===== src/llf_regs.svh =====
`ifndef LLF_REGS_SVH
`define LLF_REGS_SVH
// Register byte offsets
`define LLF_CTRL_OFS 8'h00
`define LLF_SECURE_POSITION_OFS 8'h04
`define LLF_STAT_OFS 8'h08
// Control register fields
`define LLF_CTRL_SLEEP_BIT 0
`define LLF_CTRL_FSAFE_BIT 1
`define LLF_CTRL_START_BIT 2
// Secure position reset value and the code that disables the secure move
`define LLF_SECURE_POSITION_RST 11'h400
`define LLF_SECURE_POSITION_OFF 11'h400
// Second referencing motion, in full steps
`define LLF_REF_FWD_FS 16'h000A
// Bus silence before loss is flagged, and the clock rate
`define LLF_LOSS_MS 4460
`define LLF_CLK_HZ 25000000
// Command codes of the shared write frames
`define LLF_CMD_SAFE 8'h04
`define LLF_CMD_HALT 8'h05
`define LLF_CMD_ZERO 8'h06
`define LLF_CMD_DUAL 8'h08
`define LLF_CMD_MOTOR 8'h09
`define LLF_CMD_SOFT 8'h0F
`define LLF_CMD_FUSE 8'h10
`define LLF_CMD_STALL 8'h16
`define LLF_CMD_TUNE 8'h2F
// Service codes carried on diagnostic request frames
`define LLF_SVC_SLEEP 8'h00
`define LLF_SVC_READ_ID 8'hB2
`define LLF_SVC_ASSIGN 8'hB7
`endif


===== src/llf_pkg.sv =====
`default_nettype none
package llf_pkg;
	// Loss sequencer states
	typedef enum logic [2:0] {
		ST_RUN = 3'b000,
		ST_REF_NEG = 3'b001,
		ST_REF_FWD = 3'b010,
		ST_SECURE = 3'b011,
		ST_END = 3'b100,
		ST_STOP = 3'b101,
		ST_SLEEP = 3'b110
	} llf_state_t;
	// Motion request kinds
	typedef enum logic [2:0] {
		MV_NONE = 3'b000,
		MV_REF_NEG = 3'b001,
		MV_REL_FWD = 3'b010,
		MV_ABS = 3'b011,
		MV_HALT = 3'b100,
		MV_SOFT = 3'b101
	} llf_mv_kind_t;
	// Decoded application and service actions
	typedef enum logic [3:0] {
		ACT_NONE = 4'h0,
		ACT_SAFE = 4'h1,
		ACT_HALT = 4'h2,
		ACT_ZERO = 4'h3,
		ACT_SOFT = 4'h4,
		ACT_DUAL_REF = 4'h5,
		ACT_PROG_MOTION = 4'h6,
		ACT_PROG_FUSE = 4'h7,
		ACT_PROG_STALL = 4'h8,
		ACT_MOVE_TUNE = 4'h9,
		ACT_MOVE_TARGET = 4'hA,
		ACT_MOVE_PAIR = 4'hB,
		ACT_SLEEP_SVC = 4'hC,
		ACT_READ_ID = 4'hD,
		ACT_ASSIGN_ID = 4'hE
	} llf_act_t;
	// Response chosen for a read header
	typedef enum logic [2:0] {
		RSP_NONE = 3'b000,
		RSP_POS = 3'b001,
		RSP_FULL = 3'b010,
		RSP_FUSE = 3'b011,
		RSP_SHORT = 3'b100,
		RSP_BEMF = 3'b101,
		RSP_DIAG = 3'b110
	} llf_resp_t;
	// Frame classes from the frame receiver
	typedef enum logic [1:0] {
		FR_WRITE = 2'b00,
		FR_READ = 2'b01,
		FR_DIAG_REQ = 2'b10,
		FR_DIAG_RESP = 2'b11
	} llf_fr_kind_t;
	typedef struct packed {
		logic valid;
		llf_fr_kind_t kind;
		logic [3:0] index;
		logic [7:0] cmd;
	} llf_frame_t;
	typedef struct packed {
		logic done;
		logic stall;
	} llf_motion_t;
	typedef struct packed {
		logic start;
		llf_mv_kind_t kind;
		logic [15:0] target;
		logic use_otp;
	} llf_move_t;
	// Whole state of the block
	typedef struct packed {
		logic lin_s1;
		logic lin_s2;
		logic lin_p;
		logic hw_s1;
		logic hw_s2;
		logic [26:0] timer;
		logic lost;
		logic lstart;
		logic cstrap;
		logic refd;
		logic dpend;
		llf_state_t st;
		logic sleep_en;
		logic fsafe;
		logic start_done;
		logic [10:0] secure_position;
		logic wr;
		logic [7:0] waddr;
		logic [31:0] rdata;
		llf_move_t mv;
		logic pos_clr;
		llf_act_t act;
		logic act_vld;
		llf_resp_t resp;
	} llf_state_vec_t;
endpackage : llf_pkg
`default_nettype wire


===== src/llf_failsafe.sv =====
// Contract
// RULE1 - Start-up loss referencing first moves negative up to half range, fuse-memory parameters.
// RULE2 - At the end stop, clear actual position, then move 10 full steps forward.
// RULE3 - Start-up loss from bus timeout puts the device to sleep.
// RULE4 - Start-up loss with strap floating and fail-safe set: reference, then secure move.
// RULE5 - Otherwise no motion at start-up; start-up loss handling always ends stopped. The code goes straight to sleep when the strap is not floating.
// RULE6 - Normal loss when referenced: absolute move to the stored secure position.
// RULE7 - Normal loss, unreferenced, fail-safe set: two-stage referencing with RAM parameters.
// RULE8 - After the second referencing motion, move to the RAM secure position.
// RULE9 - Skip referencing when already referenced or fail-safe is clear.
// RULE10 - Secure move only when secure position differs from 0x400; copied to target.
// RULE11 - Normal loss handling ends asleep if sleep enable set, else stopped.
// RULE12 - Secure position is 11 bits, one unit per two full steps.
// RULE13 - A floating strap never causes sleep while the bus is active.
// RULE14 - Short frame codes 0x04 secure move, 0x05 halt, 0x06 zero position.
// RULE15 - Short frame code 0x0F stops with deceleration.
// RULE16 - Long frame code 0x08 two-stage move, 0x2F move and tune.
// RULE17 - Long frame 0x09 motion settings, 0x10 fuse byte, 0x16 stall detection.
// RULE18 - Single move on indexes 3 or 4, two-axis move on index 5.
// RULE19 - Read indexes 6 to 10 return position, full status, fuse, short status, back-EMF.
// RULE20 - Sleep service on 0x3C sleeps if sleep enable set, else stops.
// RULE21 - Identification prepared on 0x3C, returned on 0x7D.
// RULE22 - Identifier assignment written on 0x3C, verified by reading 0x7D.
// RULE23 - Loss flag sets after 4.46 s of bus inactivity.
// RULE24 - Sleep enable defaults to disabled.
// RULE25 - Loss records start-up or normal phase and branches on that record.
//
// Design decisions made here: the address map and the AHB-Lite slave port.
`timescale 1ns/1ps
`default_nettype none
`include "llf_regs.svh"
module llf_failsafe
	import llf_pkg::*;
#(
	parameter logic [26:0] LOSS_CYCLES = 27'(`LLF_LOSS_MS * (`LLF_CLK_HZ / 1000)),
	parameter logic [15:0] HALF_RANGE = 16'h0800
) (
	input wire logic clk, // System clock
	input wire logic reset_n, // Asynchronous reset
	input wire logic hsel, // Slave select
	input wire logic [31:0] haddr, // Byte address
	input wire logic [1:0] htrans, // Transfer type
	input wire logic hwrite, // Write strobe
	input wire logic [2:0] hsize, // Transfer size
	input wire logic [31:0] hwdata, // Write data
	input wire logic hready, // Bus ready
	output logic [31:0] hrdata, // Read data
	output logic hreadyout, // Slave ready
	output logic hresp, // Always OKAY
	input wire logic lin_rx_pin, // Bus receive level
	input wire logic second_address_strap_pin, // High when strap floats
	input wire llf_frame_t frame, // Received frame event
	input wire llf_motion_t motion, // Motion controller status
	output var llf_move_t move, // Motion request
	output logic pos_clear, // Zero the actual position
	output logic sleep_req, // Sleep state
	output logic stopped, // Stop state
	output var llf_act_t act_code, // Decoded action
	output logic act_valid, // Action strobe
	output var llf_resp_t resp_sel // Response to send
);

	// Line stages start at the recessive level, so release shows no false edge
	localparam llf_state_vec_t RST_VAL = '{ // RULE24
		secure_position: `LLF_SECURE_POSITION_RST, lin_s1: 1'b1, lin_s2: 1'b1, lin_p: 1'b1,
		st: ST_RUN, mv: '{kind: MV_NONE, default: '0}, act: ACT_NONE, resp: RSP_NONE,
		default: '0};

	llf_state_vec_t q;
	llf_state_vec_t d;
	logic activity;
	logic accept;
	llf_act_t a;

	// Secure move request, suppressed by the disable code
	function automatic llf_move_t safe_move(input logic [10:0] sp, input logic otp);
		llf_move_t m;
		m.start = (sp != `LLF_SECURE_POSITION_OFF); // RULE10
		m.kind = MV_ABS;
		m.target = {4'h0, sp, 1'b0}; // RULE12
		m.use_otp = otp;
		return m;
	endfunction : safe_move

	// Next state of the whole block
	always_comb begin
		d = q;
		a = ACT_NONE;
		d.lin_s1 = lin_rx_pin;
		d.lin_s2 = q.lin_s1;
		d.lin_p = q.lin_s2;
		d.hw_s1 = second_address_strap_pin;
		d.hw_s2 = q.hw_s1;
		d.mv.start = 1'b0;
		d.pos_clr = 1'b0;
		d.act_vld = 1'b0;
		d.resp = RSP_NONE;
		activity = (q.lin_s2 != q.lin_p) | frame.valid;
		accept = hsel & htrans[1] & hready & (hsize == 3'b010);

		// Any edge or frame restarts the silence timer
		if (activity) begin
			d.timer = 27'h0;
			d.lost = 1'b0;
		end else if (q.timer >= LOSS_CYCLES) begin
			d.lost = 1'b1; // RULE23
		end else begin
			d.timer = q.timer + 27'h1;
		end

		// Register writes land in the data phase
		d.wr = accept & hwrite;
		d.waddr = haddr[7:0];
		if (q.wr) begin
			case (q.waddr)
				`LLF_CTRL_OFS: begin
					d.sleep_en = hwdata[`LLF_CTRL_SLEEP_BIT];
					d.fsafe = hwdata[`LLF_CTRL_FSAFE_BIT];
					d.start_done = hwdata[`LLF_CTRL_START_BIT];
				end
				`LLF_SECURE_POSITION_OFS: d.secure_position = hwdata[10:0]; // RULE12
				default: d.secure_position = d.secure_position;
			endcase
		end

		// Loss sequencer
		case (q.st)
			ST_RUN: begin
				// Loss only exists after silence, so a floating strap alone never sleeps
				if (q.lost) begin // RULE13
					d.lstart = ~q.start_done; // RULE25
					d.cstrap = q.hw_s2;
					if (~q.start_done) begin
						if (~q.hw_s2) begin
							d.st = ST_SLEEP; // RULE3
						end else if (q.fsafe) begin
							d.mv = '{1'b1, MV_REF_NEG, HALF_RANGE, 1'b1}; // RULE1 RULE4
							d.st = ST_REF_NEG;
						end else begin
							d.st = ST_END; // RULE5
						end
					end else if (~q.refd & q.fsafe) begin
						d.mv = '{1'b1, MV_REF_NEG, HALF_RANGE, 1'b0}; // RULE7
						d.st = ST_REF_NEG;
					end else begin
						d.mv = safe_move(q.secure_position, 1'b0); // RULE6 RULE9
						d.st = d.mv.start ? ST_SECURE : ST_END;
					end
				end
			end
			ST_REF_NEG: begin
				// End stop reached: zero the position, then step clear of it
				if (motion.done | motion.stall) begin
					d.pos_clr = 1'b1; // RULE2
					d.mv = '{1'b1, MV_REL_FWD, `LLF_REF_FWD_FS, q.lstart}; // RULE2
					d.st = ST_REF_FWD;
				end
			end
			ST_REF_FWD: begin
				if (motion.done) begin
					d.refd = 1'b1;
					d.mv = safe_move(q.secure_position, q.lstart); // RULE8 RULE4
					d.st = d.mv.start ? ST_SECURE : ST_END;
				end
			end
			ST_SECURE: begin
				if (motion.done) begin
					d.st = ST_END;
				end
			end
			ST_END: begin
				// Start-up handling always stops; normal handling honours sleep enable
				d.st = (~q.lstart & q.sleep_en) ? ST_SLEEP : ST_STOP; // RULE5 RULE11
			end
			ST_STOP, ST_SLEEP: begin
				if (activity) begin
					d.st = ST_RUN;
				end
			end
			default: d.st = ST_RUN;
		endcase

		// Frame decode; motion commands take the motor back from the sequencer
		if (frame.valid) begin
			case (frame.kind)
				FR_WRITE: begin
					case (frame.index)
						4'h0: begin
							case (frame.cmd)
								`LLF_CMD_DUAL: a = ACT_DUAL_REF; // RULE16
								`LLF_CMD_TUNE: a = ACT_MOVE_TUNE; // RULE16
								`LLF_CMD_MOTOR: a = ACT_PROG_MOTION; // RULE17
								`LLF_CMD_FUSE: a = ACT_PROG_FUSE; // RULE17
								`LLF_CMD_STALL: a = ACT_PROG_STALL; // RULE17
								default: a = ACT_NONE;
							endcase
							if (a == ACT_DUAL_REF) begin
								d.refd = 1'b1;
							end
						end
						4'h1, 4'h2: begin
							case (frame.cmd)
								`LLF_CMD_SAFE: begin
									a = ACT_SAFE; // RULE14
									d.mv = safe_move(q.secure_position, 1'b0);
								end
								`LLF_CMD_HALT: begin
									a = ACT_HALT; // RULE14
									d.mv = '{1'b1, MV_HALT, q.mv.target, 1'b0};
								end
								`LLF_CMD_ZERO: begin
									a = ACT_ZERO; // RULE14
									d.pos_clr = 1'b1;
									d.refd = 1'b1;
								end
								`LLF_CMD_SOFT: begin
									a = ACT_SOFT; // RULE15
									d.mv = '{1'b1, MV_SOFT, q.mv.target, 1'b0};
								end
								default: a = ACT_NONE;
							endcase
						end
						4'h3, 4'h4: a = ACT_MOVE_TARGET; // RULE18
						4'h5: a = ACT_MOVE_PAIR; // RULE18
						default: a = ACT_NONE;
					endcase
					if (a != ACT_NONE) begin
						d.st = ST_RUN;
					end
				end
				FR_READ: begin
					case (frame.index)
						4'h6: d.resp = RSP_POS; // RULE19
						4'h7: d.resp = RSP_FULL; // RULE19
						4'h8: d.resp = RSP_FUSE; // RULE19
						4'h9: d.resp = RSP_SHORT; // RULE19
						4'hA: d.resp = RSP_BEMF; // RULE19
						default: d.resp = RSP_NONE;
					endcase
				end
				FR_DIAG_REQ: begin
					case (frame.cmd)
						`LLF_SVC_SLEEP: begin
							a = ACT_SLEEP_SVC;
							d.st = q.sleep_en ? ST_SLEEP : ST_STOP; // RULE20
						end
						`LLF_SVC_READ_ID: begin
							a = ACT_READ_ID; // RULE21
							d.dpend = 1'b1;
						end
						`LLF_SVC_ASSIGN: begin
							a = ACT_ASSIGN_ID; // RULE22
							d.dpend = 1'b1;
						end
						default: a = ACT_NONE;
					endcase
				end
				default: begin
					// A response slot is answered only after a matching request
					if (q.dpend) begin
						d.resp = RSP_DIAG; // RULE21 RULE22
						d.dpend = 1'b0;
					end
				end
			endcase
		end
		d.act_vld = (a != ACT_NONE);
		if (a != ACT_NONE) begin
			d.act = a;
		end

		// Control and secure position reads take the next state so a write just before is seen; status uses the current state
		if (accept & ~hwrite) begin
			case (haddr[7:0])
				`LLF_CTRL_OFS: d.rdata = {29'h0, d.start_done, d.fsafe, d.sleep_en};
				`LLF_SECURE_POSITION_OFS: d.rdata = {21'h0, d.secure_position};
				`LLF_STAT_OFS: d.rdata = {24'h0, q.dpend, q.refd, q.cstrap, q.lstart, q.lost, q.st};
				default: d.rdata = 32'h0;
			endcase
		end
	end

	// State register
	always_ff @(posedge clk or negedge reset_n) begin
		if (!reset_n) begin
			q <= RST_VAL;
		end else begin
			q <= d;
		end
	end

	// Outputs; the slave never inserts wait states
	assign hrdata = q.rdata;
	assign hreadyout = 1'b1;
	assign hresp = 1'b0;
	assign move = q.mv;
	assign pos_clear = q.pos_clr;
	assign sleep_req = (q.st == ST_SLEEP);
	assign stopped = (q.st == ST_STOP);
	assign act_code = q.act;
	assign act_valid = q.act_vld;
	assign resp_sel = q.resp;
endmodule : llf_failsafe
`default_nettype wire


===== config.mk =====
export PLATFORM = sky130hd
export DESIGN_NAME = llf_failsafe
export DESIGN_NICKNAME = d
export VERILOG_FILES = /design/src/llf_pkg.sv /design/src/llf_failsafe.sv
export VERILOG_INCLUDE_DIRS = /design/src
export SDC_FILE = /design/constraint.sdc
export NUM_CORES = 1
export LEC_CHECK = 0
export BUFFER_PORTS_ARGS = -buffer_cell sky130_fd_sc_hd__buf_2
export CAP_MARGIN = 20
export CORE_MARGIN = 4
export CORE_UTILIZATION = 54
export CTS_CLUSTER_SIZE = 12
export DETAILED_ROUTE_END_ITERATION = 10
export PLACE_DENSITY = 0.78
export SYNTH_ARGS = -nofsm -noshare
export SYNTH_HDL_FRONTEND = slang
export SYNTH_SLANG_ARGS = --single-unit

===== constraint.sdc =====
create_clock -name clk -period 2.9 [get_ports clk]
set_clock_uncertainty 0.05 [all_clocks]
set_input_delay 0.58 -clock clk [delete_from_list [all_inputs] [get_ports clk]]
set_output_delay 0.58 -clock clk [all_outputs]
set_load 0.02 [all_outputs]

# == After elaboration in Yosys (flattened, before gate mapping) ==
# Index checks and enable logic that the tools add are counted.
# classes
addsub,1
magnitude_cmp,1
eq_ne,40
n_mux,61
bitwise_logic,14
reduce_logical,18
# op_table
operator,n
$mux W21,6
$pmux W21 S3,2
$mux W22,4
$mux W3,15
$eq A8 B3 Y1 const B,5
$pmux W11 S3,1
$eq A8 B4 Y1 const B,4
$mux W28,1
$add A27 B1 Y27 const B,1
$ge A27 B27 Y1 const B,1
$mux W27,1
$logic_not A8 Y1,3
$mux W4,6
$eq A4 B3 Y1 const B,5
$pmux W4 S5,1
$pmux W3 S6,1
$eq A8 B5 Y1 const B,2
$eq A8 B8 Y1 const B,2
$pmux W4 S4,1
$pmux W3 S5,1
$mux W14,1
$eq A4 B4 Y1 const B,3
$pmux W3 S2,2
$pmux W3 S4,1
30 further kinds,65
# totals
reg_bits,125
inputBits,93
out_inout_bits,66

# == Longest topological paths before layout ==
# depth
ltp_word,12
depth_mapped,9
depth_no_buf,8

# == Worst setup path before layout ==
# Ideal clock, no wire load.
# synth_timing
path_type,input to register
start,input port frame[9] in the netlist's numbering
end,register q[86] in the netlist's numbering
setup_ps,126
arrival_ps,2273
setup_slack_ps,451
path_stages,5
path_buffers,0
cell_sequence,or4_1 > or4_4 > a2bb2oi_1 > o2111a_1 > o32a_1
# synth_lines
item,line_no,rtl
from (decl),llf_failsafe.sv:52,"input wire llf_frame_t frame,"
to (signal assigned),llf_failsafe.sv:286,q <= RST_VAL;
to (signal assigned),llf_failsafe.sv:288,q <= d;
to (decl),llf_failsafe.sv:69,llf_state_vec_t q;

==> metrics.cfg <==
[status]
status = finished clean

[global_route]
grt_max_degree = 44
grt_pass1_wl_mm = 22.93
grt_pass1_vias = 4673
grt_overflow_total = 0
antenna_found_initial = 0
grt_util_all_layers_pct = 21.79

[clock_network]
clockBufferDepth = 2
cts-resized-gates = 0
post_cts.repair.setup_buffers = 0
clock_latency_ns = 0.40
htree_levels = 3
numCtsBuffers = 9
ctsHoldBuffers = 0
path_clk_slew_ns = 0.12
root_buffer = clkbuf_8
cts.sinks = 104
cts_tree = done

[sta]
maxSlewHeadroom_pct = 47.66
hold_viol_final = 0
timing.final.crit_share_pct = 82.61
setup_tns_ns = 0
fin_ws_ns = 0.5044
rsz0062_at_grt = false
tightest_slew_ns = 0.7769
timing.fmax_mhz = 417.4
min_period_ns = 2.396
setup_viol = 0
whs_ns = 0.1053
slew_violations = 0

[floorplanning]
core_area_sq_um = 10890
initial_core_util_pct = 55.44
rows = 38
die_h_um = 113.7
dieArea_sq_um = 12930
die_w_um = 113.7
io_pins = 159

[worst_setup_path]
cp-end-kind = register
path_cells = nor4_1 > and4b_1 > nand2_1 > mux2_2 > a22oi_1 > o21ai_0
arrival_ns = 2.59
critPathBufInv = 0
reg2reg_from = q[66]
crit_required_ns = 3.09
r2r_end = hrdata[5]
cp-start-kind = register
slowest_stage = dfrtp_1
critPathKind = reg2reg
cpLargestDelayFamily = simple AND/OR/NAND/NOR gates
regToRegSetupSlack_ns = 0.50
endpoint = hrdata[5]
cp.depth = 6
slowest_delay_ns = 0.40
path_max_fanout = 11
startpoint = q[66]
reg2reg_depth = 6

[placed_design]
gp_congestion = 0.9236
portBuffers = 89
dp_hpwl_mm = 10.49
place_worst_setup_slack_ns = 0.2263

[pwr]
power_density_nw_per_um2 = 561.5
vdd_ir_drop_max_v = 0.0005580
p_leak_nw = 2.906

[logic_synthesis]
synth-edff-count = 0
synthFlopType = dfrtp_1
yosysTopAreaCellShare_pct = 41.46
synth_most_common_cell = dfrtp_1
netlist_instances = 656
yosys-top-cells-count = dfrtp_1 (100), buf_4 (63), nor2_1 (51), nand2_1 (45), o21ai_0 (39)
ys_warn_count = 0
ys_ff_latch = 104
synth_top_area_cell = dfrtp_1
synth_cell_types = 75
syn-cell-area_sq_um = 6036
avgSynthCellArea_sq_um = 9.201
synthTopCellsByArea = dfrtp_1 (41%), buf_4 (7.8%), o21ai_0 (3.2%)
synth_seq_area_share_pct = 43.20
postSynth.asyncResetShare_pct = 100.0

[layout]
antennaDiodeCount = 0
final_nets = 799
area_growth_pct = 8.064
fill_cells = 957
final_util_pct = 59.91
drive_above_1_share_pct = 21.72

[drt]
drt-vias-per-instance = 5.804
drt-initial-drc-count = 310
routed_wl_mm = 13.84
antenna_left = 0
num_vias = 4928
drt-wirelength-per-cell_um = 16.30
drt-pass1-iter-count = 5
drc = 0

[min_path]
hold_class = in2async

[flow_run]
maxCapViolCount = 0

## layout by cell type, fill, tap and decap left out, types with 4 or more instances in the layout
master	instances
or4_1	5
and3_1	9
nand2_1	45
mux2i_1	5
nand2b_1	17
mux2_2	12
nor4_1	12
o21ai_0	39
o211ai_1	4
a22oi_1	6
nand4_1	16
nor2b_1	9
a22o_1	14
nand4b_1	4
clkbuf_8	9
nor3_1	19
buf_4	19
xor2_1	13
nand3_1	25
xnor2_1	5
conb_1	23
nor2_1	51
o21bai_1	4
or3_1	9
a21oi_1	32
dfrtp_1	100
a31oi_1	10
a211oi_1	4
buf_2	88
inv_1	17
dfstp_2	4
and2_1	13
## routing by layer
metal,global-route usage (%),vias to the layer above,routed length [um]
met5,0,-,0
met4,6.410,0,265
met2,36.71,171,6773
li1,-,2387,-
met3,3.979,26,897
met1,28.83,2344,5903
## sequential cells by signal, summed over array words and instances (netlist names)
signal,flops
act_code,4
resp_sel,3
hrdata,11
act_valid,1
move,21
pos_clear,1
q,60
d,3
## per-stage QoR
step | total power [W] | area (sq um) | instances
after global routing | 0.003858 | 6523 | 849
after floorplan | 0.002528 | 6115 | 677
final | 0.003662 | 6523 | 849
after CTS | 0.003682 | 6523 | 849
after detailed placement | 0.002695 | 6302 | 833
after global placement | 0.002664 | 6302 | 833
## layout make-up
class                      instances  area (sq um)  share of cell area (%)
multi-input combinational        464          2853                   43.74
sequential                       104          2608                   39.98
timing repair buffer             108         603.1                   9.246
tap                              140         175.2                   2.686
clock buffer                       9         123.9                   1.899
clock inverter                     7         96.34                   1.477
inverter                          17         63.81                  0.9783
## report_power, final
part,switching [W],internal [W]
sequential,0.000101,0.00160
clock,0.000565,0.000427
combinational,0.000603,0.000367
total,0.00127,0.00239
## cell families (layout without fill, tap and decap cells)
family | count (synthesis) | after routing | share of synthesized area (%)
AOI/OAI and AO/OA | 149 | 149 | 16.67
xor gates and xnor gates | 18 | 18 | 2.612
adders and majority gates | 2 | 2 | 0.4145
buffers and inverters | 109 | 141 | 10.84
DFF | 104 | 104 | 43.20
muxes | 17 | 17 | 3.068
other | 2 | 23 | 0.1244
and+or+nand+nor | 255 | 255 | 23.07
## worst reg2reg max path: stages (launching register included)
cell and delay (ns):
dfrtp_1 0.40, nor4_1 0.26, and4b_1 0.38, nand2_1 0.35, mux2_2 0.40, a22oi_1 0.26
o21ai_0 0.15
## how the worst min path moves through the flow
stage / end / cells after the start / start
6_report: q[80] / 1 / reset_n
2_1_floorplan: act_code[0] / 0 / reset_n
4_1_cts: q[80] / 1 / reset_n
3_5_place_dp: d[122] / 0 / d[123]
3_3_place_gp: d[122] / 0 / d[123]
5_1_grt: q[80] / 1 / reset_n
(Power assumes the default switching activity.)
